===== src/pkg/pscap_consts.svh =====
`ifndef PSCAP_CONSTS_SVH
`define PSCAP_CONSTS_SVH

// ****************************************
// clock and drive timing
// ****************************************
`define PSCAP_CLK_HZ 100000000
`define PSCAP_DRIVE_HZ 115000
`define PSCAP_PERIOD_CYC ((`PSCAP_CLK_HZ + `PSCAP_DRIVE_HZ / 2) / `PSCAP_DRIVE_HZ)
`define PSCAP_HALF_CYC (`PSCAP_PERIOD_CYC / 2)

// ****************************************
// phase, in hundredths of a degree
// ****************************************
`define PSCAP_PHASE_MAX_CDEG 18000
`define PSCAP_PING_PHASE_CDEG 15000
`define PSCAP_FULL_TURN_CDEG 36000
`define PSCAP_LIMIT_STEP_CDEG 100

// ****************************************
// control loop
// ****************************************
`define PSCAP_PROPORTIONAL_GAIN 1
`define PSCAP_LOOP_OUTPUT_LIMIT 2000

// ****************************************
// current limits, mA
// ****************************************
`define PSCAP_LIMIT_PAIR_RMS_MA 4000
`define PSCAP_LIMIT_SINGLE_RMS_MA 3000
`define PSCAP_SQRT2_MILLI 1414

// ****************************************
// coil array
// ****************************************
`define PSCAP_COIL_COUNT 8
`define PSCAP_COIL_LAST 7

`endif


===== src/pkg/pscap_pkg.sv =====
package pscap_pkg;

  typedef enum logic [2:0] {
    PSCAP_IDLE  = 3'b001,
    PSCAP_PING  = 3'b010,
    PSCAP_POWER = 3'b100
  } pscap_state_e;

  typedef logic [15:0] pscap_ma_t;
  typedef logic [14:0] pscap_cdeg_t;
  typedef logic [2:0] pscap_coil_t;
  typedef logic [7:0] pscap_mask_t;

endpackage


===== src/rtl/pscap_ctrl.sv =====
`timescale 1ns/1ps
`include "pscap_consts.svh"

module pscap_ctrl (
  input wire logic clock,
  input wire logic rst_n,
  input wire logic drive_enable,
  input wire logic ping_start,
  input wire logic position_valid,
  input wire pscap_pkg::pscap_coil_t position_coil,
  input wire logic position_pair,
  input wire logic loop_update,
  input wire pscap_pkg::pscap_ma_t target_current_ma,
  input wire logic current_valid,
  input wire pscap_pkg::pscap_ma_t cell_current_ma,
  output pscap_pkg::pscap_mask_t coil_enable,
  output logic parallel_switch,
  output logic leg_a,
  output logic leg_b,
  output pscap_pkg::pscap_cdeg_t phase_cdeg,
  output logic current_limit_active,
  output pscap_pkg::pscap_state_e ctrl_state
);
  import pscap_pkg::*;

  // ****************************************
  // state machine
  // ****************************************
  pscap_state_e state_q;
  pscap_state_e state_d;

  always_comb begin
    state_d = state_q;
    unique case (state_q)
      PSCAP_IDLE: begin
        if (drive_enable && ping_start) begin
          state_d = PSCAP_PING;
        end
      end
      PSCAP_PING: begin
        if (!drive_enable) begin
          state_d = PSCAP_IDLE;
        end else if (loop_update) begin
          state_d = PSCAP_POWER;
        end
      end
      PSCAP_POWER: begin
        if (!drive_enable) begin
          state_d = PSCAP_IDLE;
        end else if (ping_start) begin
          state_d = PSCAP_PING;
        end
      end
      default: begin
        state_d = PSCAP_IDLE;
      end
    endcase
  end

  always_ff @(posedge clock or negedge rst_n) begin
    if (!rst_n) begin
      state_q <= PSCAP_IDLE;
    end else begin
      state_q <= state_d;
    end
  end

  wire logic running = (state_q != PSCAP_IDLE);

  // ****************************************
  // coil selection
  // ****************************************
  // the mux only moves while the bridge is idle; switching coils under
  // load would interrupt cell current through the matching network
  wire logic sel_take = position_valid && (state_q == PSCAP_IDLE);
  // a pair is the chosen coil and its neighbour in the other layer,
  // which overlap by about half; the last coil has no neighbour
  wire logic pair_ok = position_pair && (position_coil != 3'(`PSCAP_COIL_LAST));
  wire pscap_mask_t first_bit = 8'h01 << position_coil;
  wire pscap_mask_t second_bit = pair_ok ? (first_bit << 1) : 8'h00;
  wire pscap_mask_t sel_mask = first_bit | second_bit;

  pscap_mask_t coil_q;
  logic pair_q;

  always_ff @(posedge clock or negedge rst_n) begin
    if (!rst_n) begin
      coil_q <= 8'h01;
      pair_q <= 1'b0;
    end else if (sel_take) begin
      coil_q <= sel_mask;
      pair_q <= pair_ok;
    end
  end

  assign coil_enable = coil_q;
  assign parallel_switch = pair_q;

  // ****************************************
  // current measurement and limit
  // ****************************************
  localparam int LimPairPk = `PSCAP_LIMIT_PAIR_RMS_MA * `PSCAP_SQRT2_MILLI / 1000;
  localparam int LimSinglePk = `PSCAP_LIMIT_SINGLE_RMS_MA * `PSCAP_SQRT2_MILLI / 1000;

  pscap_ma_t cur_q;
  logic limit_q;

  // measurement is an amplitude, so the rms cap is scaled to peak
  wire pscap_ma_t limit_pk = pair_q ? 16'(LimPairPk) : 16'(LimSinglePk);
  wire logic over_limit = current_valid && (cell_current_ma > limit_pk);

  always_ff @(posedge clock or negedge rst_n) begin
    if (!rst_n) begin
      cur_q <= 16'h0000;
      limit_q <= 1'b0;
    end else if (!running) begin
      limit_q <= 1'b0;
    end else if (current_valid) begin
      cur_q <= cell_current_ma;
      limit_q <= over_limit;
    end
  end

  assign current_limit_active = limit_q;

  // ****************************************
  // proportional loop
  // ****************************************
  // integral and derivative gains are zero, so only the p term is built
  localparam int OutLim = `PSCAP_LOOP_OUTPUT_LIMIT;

  pscap_cdeg_t phase_q;
  pscap_cdeg_t phase_d;

  // limits held as signed nets: an unsigned operand would turn the
  // compares unsigned and clamp every negative error to the top
  wire logic signed [17:0] out_lim = 18'(OutLim);
  wire logic signed [17:0] gain_s = 18'(`PSCAP_PROPORTIONAL_GAIN);
  wire logic signed [17:0] phase_max_s = 18'(`PSCAP_PHASE_MAX_CDEG);

  wire logic signed [17:0] err = $signed({2'b00, target_current_ma})
    - $signed({2'b00, cur_q});
  wire logic signed [17:0] p_term = err * gain_s;
  wire logic signed [17:0] pid_out = (p_term > out_lim) ? out_lim
    : (p_term < -out_lim) ? -out_lim : p_term;

  // phase is held in 0.01 degree units, so the 0.01 scale is one lsb;
  // more current than wanted raises the phase and lowers power
  wire logic signed [17:0] loop_new = $signed({3'b000, phase_q}) - pid_out;
  wire pscap_cdeg_t loop_clamped = (loop_new < 18'sd0) ? 15'h0000
    : (loop_new > phase_max_s) ? 15'(`PSCAP_PHASE_MAX_CDEG)
    : loop_new[14:0];

  // while capped, the loop may not lower the phase again
  wire logic loop_blocked = limit_q && (loop_clamped < phase_q);

  wire logic [15:0] step_sum = {1'b0, phase_q} + 16'(`PSCAP_LIMIT_STEP_CDEG);
  wire pscap_cdeg_t step_clamped = (step_sum > 16'(`PSCAP_PHASE_MAX_CDEG))
    ? 15'(`PSCAP_PHASE_MAX_CDEG) : step_sum[14:0];

  // ****************************************
  // phase register
  // ****************************************
  always_comb begin
    phase_d = phase_q;
    if (!running) begin
      phase_d = 15'(`PSCAP_PING_PHASE_CDEG);
    end else if (ping_start) begin
      phase_d = 15'(`PSCAP_PING_PHASE_CDEG);
    end else if (over_limit) begin
      phase_d = step_clamped;
    end else if (loop_update && !loop_blocked) begin
      phase_d = loop_clamped;
    end
  end

  always_ff @(posedge clock or negedge rst_n) begin
    if (!rst_n) begin
      phase_q <= 15'(`PSCAP_PING_PHASE_CDEG);
    end else begin
      phase_q <= phase_d;
    end
  end

  assign phase_cdeg = phase_q;

  // ****************************************
  // bridge drive
  // ****************************************
  // one clock is 360/870 degree, below the 1 degree limit step
  localparam int PeriodCyc = `PSCAP_PERIOD_CYC;
  localparam int HalfCyc = `PSCAP_HALF_CYC;

  logic [9:0] cnt_q;
  logic [9:0] shift_q;
  logic leg_a_q;
  logic leg_b_q;

  wire logic period_end = (cnt_q == 10'(PeriodCyc - 1));
  wire logic [31:0] shift_wide = 32'(phase_q) * 32'(PeriodCyc)
    / 32'(`PSCAP_FULL_TURN_CDEG);
  wire logic [10:0] b_pos_raw = {1'b0, cnt_q} + 11'(PeriodCyc) - {1'b0, shift_q};
  wire logic [10:0] b_pos = (b_pos_raw >= 11'(PeriodCyc))
    ? b_pos_raw - 11'(PeriodCyc) : b_pos_raw;
  // leg b is the complement of a delayed copy of leg a: zero shift
  // gives full bridge voltage, a half period gives none
  wire logic leg_a_d = running && (cnt_q < 10'(HalfCyc));
  wire logic leg_b_d = running && (b_pos >= 11'(HalfCyc));

  always_ff @(posedge clock or negedge rst_n) begin
    if (!rst_n) begin
      cnt_q <= 10'h000;
    end else if (!running || period_end) begin
      cnt_q <= 10'h000;
    end else begin
      cnt_q <= cnt_q + 10'h001;
    end
  end

  // shift only moves at a period boundary or while idle, so no pulse is cut short
  always_ff @(posedge clock or negedge rst_n) begin
    if (!rst_n) begin
      shift_q <= 10'h000;
    end else if (!running || period_end) begin
      shift_q <= shift_wide[9:0];
    end
  end

  always_ff @(posedge clock or negedge rst_n) begin
    if (!rst_n) begin
      leg_a_q <= 1'b0;
      leg_b_q <= 1'b0;
    end else begin
      leg_a_q <= leg_a_d;
      leg_b_q <= leg_b_d;
    end
  end

  assign leg_a = leg_a_q;
  assign leg_b = leg_b_q;
  assign ctrl_state = state_q;

endmodule


===== config.mk =====
export PLATFORM = sky130hd
export DESIGN_NAME = pscap_ctrl
export DESIGN_NICKNAME = d
export VERILOG_FILES = /design/src/pkg/pscap_pkg.sv /design/src/rtl/pscap_ctrl.sv
export VERILOG_INCLUDE_DIRS = /design/src /design/src/pkg
export SDC_FILE = /design/constraint.sdc
export NUM_CORES = 1
export LEC_CHECK = 0
export BUFFER_PORTS_ARGS = -buffer_cell sky130_fd_sc_hd__buf_2
export CAP_MARGIN = 20
export CORE_ASPECT_RATIO = 0.7
export CORE_MARGIN = 2
export CORE_UTILIZATION = 65
export CTS_BUF_LIST = sky130_fd_sc_hd__clkbuf_4 sky130_fd_sc_hd__clkbuf_8
export DETAILED_ROUTE_END_ITERATION = 12
export GPL_ROUTABILITY_DRIVEN = 0
export PLACE_DENSITY = 0.81
export SYNTH_ARGS = -nofsm -noshare
export SYNTH_HDL_FRONTEND = slang
export SYNTH_SLANG_ARGS = --single-unit

===== constraint.sdc =====
create_clock -name clock -period 16.6 [get_ports clock]
set_input_delay 0.83 -clock clock [delete_from_list [all_inputs] [get_ports clock]]
set_output_delay 0.83 -clock clock [all_outputs]
set_load 0.03 [all_outputs]

Word-level counts from Yosys, hierarchy flattened

Index checks and enable logic that the tools add are counted.

Equality and inequality tests: 11
Magnitude comparators: 10
Multiply operators: 1
Add/subtract/negate cells: 7
Multiplexer cells: 21
Shift operators: 1
Bitwise logic cells: 1
Reductions and logical operators: 13
Div/mod/pow operators: 1

Operator list:

| operator                 | number |
|---|---|
| $mux W15                 | 7 |
| $mux W18                 | 2 |
| $div A25 B16 Y32 const B | 1 |
| $mul A15 B9 Y24 const B  | 1 |
| $mux W11                 | 2 |
| $gt A18 B16 Y1 const B   | 1 |
| $lt A18 B1 Y1 const B    | 1 |
| $sub A16 B18 Y18         | 1 |
| $gt A17 B12 Y1 const B   | 1 |
| $lt A17 B12 Y1 const B   | 1 |
| $sub A16 B16 Y17         | 1 |
| $add A15 B7 Y16 const B  | 1 |
| $gt A16 B13 Y1           | 1 |
| $gt A16 B15 Y1 const B   | 1 |
| $lt A15 B15 Y1           | 1 |
| $mux W3                  | 5 |
| $add A10 B10 Y11 const B | 1 |
| $ge A11 B10 Y1 const B   | 1 |
| $ge A11 B9 Y1 const B    | 1 |
| $sub A11 B10 Y11         | 1 |
| $sub A11 B10 Y11 const B | 1 |
| $add A10 B1 Y10 const B  | 1 |
| $eq A10 B10 Y1 const B   | 1 |
| $lt A10 B9 Y1 const B    | 1 |
| 18 further kinds         | 30 |

Output and inout port bits: 30
Input bits: 43
Flip-flop bits (word level): 66

Longest topological paths before layout

Word-level depth: 16
Depth in mapped cells: 67
Mapped depth without buffers: 64

Worst setup path before layout

No wires, ideal clock.

Kind: register -> register
From: reg phase_q[5], in the netlist phase_cdeg[5]
To: reg shift_q[0]
Required time: 16.465 ns
Arrival time: 11.620 ns
Path slack: 4.845 ns
Clock period less this slack: 11.755 ns
Cell stages (with the launch flop): 49
Cell sequence: dfrtp_1 inv_1 ha_1 clkbuf_1 xor2_1 ha_1 fa_1 inv_1 fa_1 inv_1 ha_1 buf_2 and4_4 and3_4 a211o_1 and2_1 a211o_1 buf_4 [... 13 more ...] buf_2 nor3_2 a31o_1 buf_4 a31oi_4 or3_1 a41o_2 nand3_1 nand4_1 or4_4 o31ai_1 nand4_1 a2111oi_2 and4bb_1 a211oi_2 mux2i_1 a2111oi_2 a211oi_1

Longest elaborated chain between the ends: 2

RTL lines:

| item                     | line              | text |
|---|---|---|
| start: declaration       | pscap_ctrl.sv:132 | `pscap_cdeg_t phase_q;` |
| start signal: assignment | pscap_ctrl.sv:179 | `` phase_q <= 15'(`PSCAP_PING_PHASE_CDEG); `` |
| start signal: assignment | pscap_ctrl.sv:181 | `phase_q <= phase_d;` |
| $mul A15 B9 Y24          | pscap_ctrl.sv:200 | `wire logic [31:0] shift_wide = 32'(phase_q) * 32'(PeriodCyc)` |
| $div A25 B16 Y32         | pscap_ctrl.sv:200 |  |
| end signal: assignment   | pscap_ctrl.sv:225 | `shift_q <= shift_wide[9:0];` |
| end: declaration         | pscap_ctrl.sv:195 | `logic [9:0] shift_q;` |

No other way between the ends.
A chain may end at the register's enable or synchronous reset.

Worst setup path after layout

Ends and elaborated chain as after synthesis.

==> results by stage <==
Outcome:
- The run finished with clean final reports.

Die:
- The cell row count is 44.
- The floorplan die width is approximately 180 um.
- For this configuration, the core starts out at a cell density of 0.670.
- The placeable core area is about 21000 um2.
- The die covers 22800 um2.
- The total I/O pin count is 73.
- The floorplan step set the die height to 127 um.

Worst setup path:
- The required time reported for the critical path endpoint is between 15000 and 20000 ps.
- Counting both buffers and inverters, the worst setup path holds a total of 3.
- In this run the worst path has a maximum fanout of 14.
- The critical path is of the register to register type.
- The slowest library cell on the worst path is o21ai_1.
- The kind of capture point of the worst setup path is a register.
- The delay of the slowest cell on the worst path is about 780 ps.
- The critical path startpoint category is a register.
- For the worst setup path, the data arrival time is around 15000 ps.
- The category of cells accounting for the largest share of critical-path delay is compound AO/OA/AOI/OAI gates.

Detailed routing:
- The first detailed-routing pass took 7 iterations.
- The remaining routing DRC violations is 0.
- Using the TritonRoute via totals, the vias-per-cell ratio works out to 6.70.
- The remaining antenna violation count after routing is 0.
- The wire length per cell is approximately 18 um.
- In this run, the number of DRC markers left after iteration 0 of detailed routing was 1803.
- The routed design has around 39000 um of wire.
- The count of vias placed by the detailed router is around 14000.

Global route:
- The first-pass GRT wire length is ~64000 um.
- The total overflow left after global routing is 0.
- The via count of the first global-routing pass is between 10000 and 15000.
- The maximum number of pins on one net before global-route repair is 39.
- In the global route stage, overall resource usage came out at 0.332.
- The initial antenna violation count is 0.

CTS:
- The register clock-pin slew on the reported worst setup and hold paths is ~90 ps.
- The maximum number of buffers from clock root to sink is 2.
- The later pin in the worst-skew pair is clocked with a latency of about 370 ps.
- The clock root buffer master is clkbuf_8.
- Gates resized during post-CTS repair numbered 0.
- The number of buffers inserted to repair setup after CTS is 0.
- The total clock buffers created by CTS is 9.
- In this run the number of H-tree levels came out at 3.
- The clock drives 66 sinks.
- The hold-fix buffer count after cts is 0.
- The clock tree from TritonCTS is yes.

Final layout:
- The final net count is ~2100.
- The fraction of final layout cells with drive strength greater than 1 is 0.112.
- The number of antenna repair diodes is 0.
- The synthesis-to-layout area growth is 4.80%.

Flow run:
- The max-cap violation count is 0.

Timing:
- Setup violations remaining at the end of the flow were counted as 0.
- For the pin with the worst max-slew slack, the measured transition is between 1000 and 1500 ps.
- The hold slack is between 400 and 500 ps.
- The fmax is about 69 MHz.
- The routed design could run at a clock period as short as about 14000 ps.
- Setup repair after global routing left no endpoint under its margin.
- The worst max-slew margin expressed relative to the limit is 0.313.
- For the final routed database, the setup TNS stands at 0 ps.
- The number of pins exceeding their max-slew limit in the final report is 0.
- For the final database, setup skew stands at between 10 and 15 ps.
- The post-route fraction of the period consumed by the critical path is 0.873.
- The final count of hold timing violations is 0.

Synth:
- The most common flop cell mapped by yosys is dfrtp_1.
- The synthesized flop and latch total is 66.
- Of the synthesized area, sequential elements account for 0.119.
- Averaged over all synthesized cells, the footprint is approximately 7.7 um2.
- The gate count of the mapped netlist is approximately 1800.
- For this run, asynchronously set or reset flops after synthesis account for 1.00.
- In this run the cell area of the synthesized design comes to ~14000 um2.
- During synthesis, Yosys emitted a total of 0 warnings.
- In this run, synthesis inferred 0 flip-flops with an integrated enable.
- The number of nets handed over by synthesis was roughly 2100.
- Counting distinct cell types in the post-synthesis netlist gives about 130.

Worst hold path:
- The worst min-delay path class is register to register.

Place:
- The half-perimeter wire length of the detailed placement result is just over 30000 um.
- Buffers placed on the I/O ports in this run total roughly 70.
[registers in the layout, indices dropped and copies added (netlist names)]
name / count
leg_b: 1
cnt_q: 10
shift_q: 10
leg_a: 1
current_limit_active: 1
ctrl_state: 3
parallel_switch: 1
cur_q: 16
coil_enable: 8
phase_cdeg: 15
[routing by layer]
metal / track usage / share of wire / routed length [um]
met1: 0.521 / 0.48 / 18500
met2: 0.478 / 0.41 / 15900
met3: 0.0563 / 0.10 / 3860
met5: 0 / 0 / 0
met4: 0.0531 / 0.013 / 506
[cell usage after synthesis, drive strengths merged, types with 34 or more instances]
library cell,count,area [um2]
a211oi,35,293
a21o,49,368
a21oi,131,686
and2,34,215
dfrtp,57,1430
fa,43,861
ha,138,1730
inv,182,683
nand2,144,543
nand3,64,330
nor2,144,551
nor3,53,280
o21ai,116,599
xnor2,76,681
xor2,40,373
[metrics by stage]
| stage | util | setup WS [ps] | instance area (um2) | cells |
|---|---|---|---|---|
| 6_report | 0.702 | 2100 | 14700 | 2144 |
| 5_1_grt | 0.702 | 1330 | 14700 | 2144 |
| 4_1_cts | 0.702 | 2670 | 14700 | 2144 |
| 3_5_place_dp | 0.694 | 2760 | 14500 | 2128 |
| 3_3_place_gp | 0.694 | 3110 | 14500 | 2128 |
| 2_1_floorplan | - | 4840 | 14000 | 1831 |
[cells by family (layout without fill, tap and decap cells)]
group,after synthesis,count (layout),share of synthesized area
simple gates,591,591,0.214
mux,40,40,0.0309
flops,66,66,0.119
fa+ha+maj,183,183,0.186
xor+xnor,116,116,0.0751
buf+inv,245,282,0.0711
compound gates,590,590,0.304
[placed cells by master, fill, tap and decap left out, types with 9 or more instances in the layout]
master	n
ha_1	138
a31oi_1	18
a211oi_1	32
o211ai_1	21
fa_1	43
xnor2_1	74
o31ai_1	13
a221oi_1	9
inv_1	182
nand2b_1	19
nor2_1	142
nor2b_1	15
a21oi_1	125
nand4_1	18
nor3_1	50
or3_1	12
buf_4	12
dfstp_2	9
and3_1	16
a211o_1	11
mux2_2	21
o22ai_1	9
nand2_1	143
clkbuf_8	9
a21o_1	49
dfrtp_1	57
a21boi_0	14
mux2i_1	17
buf_2	72
o21ai_0	101
o21a_1	13
nor4_1	11
and2_1	33
xor2_1	37
o21bai_1	9
o21ai_1	10
nand3_1	62
[final timing paths]
kind,end,slack (ps),cells past startpoint,start
setup / recovery,shift_q[0]$_DFFE_PN0N_,2100,42,phase_cdeg[5]$_DFFE_PN0P_
hold / removal,coil_enable[0]$_DFFE_PN1P_,490,2,coil_enable[0]$_DFFE_PN1P_
setup reg to reg,shift_q[0]$_DFFE_PN0N_,2100,42,phase_cdeg[5]$_DFFE_PN0P_
hold reg to reg,coil_enable[0]$_DFFE_PN1P_,490,2,coil_enable[0]$_DFFE_PN1P_
max in group asynchronous,phase_cdeg[4]$_DFFE_PN1P_,15080,2,rst_n
min in group asynchronous,phase_cdeg[14]$_DFFE_PN0P_,500,1,rst_n
[cell type report]
class | instances | area (um2)
clock buffers | 9 | 124
multi-input cells | 1520 | 11400
repair buffers | 84 | 450
well taps | 276 | 345
flip-flops and latches | 66 | 1660
inverters | 182 | 683
fillers | 1704 | 6230
clock inverters | 7 | 60.1
[worst min-delay path: cells and delay by family, from the launching register on]
kind | cells | cell delay (ps)
flip-flops | 1 | 380
AO/OA/AOI/OAI | 1 | 60
AND/OR/NAND/NOR | 1 | 50
Power is left out: the tool's default activity adds up to more than one toggle a clock period on the data nets, which glitch-free logic cannot reach.
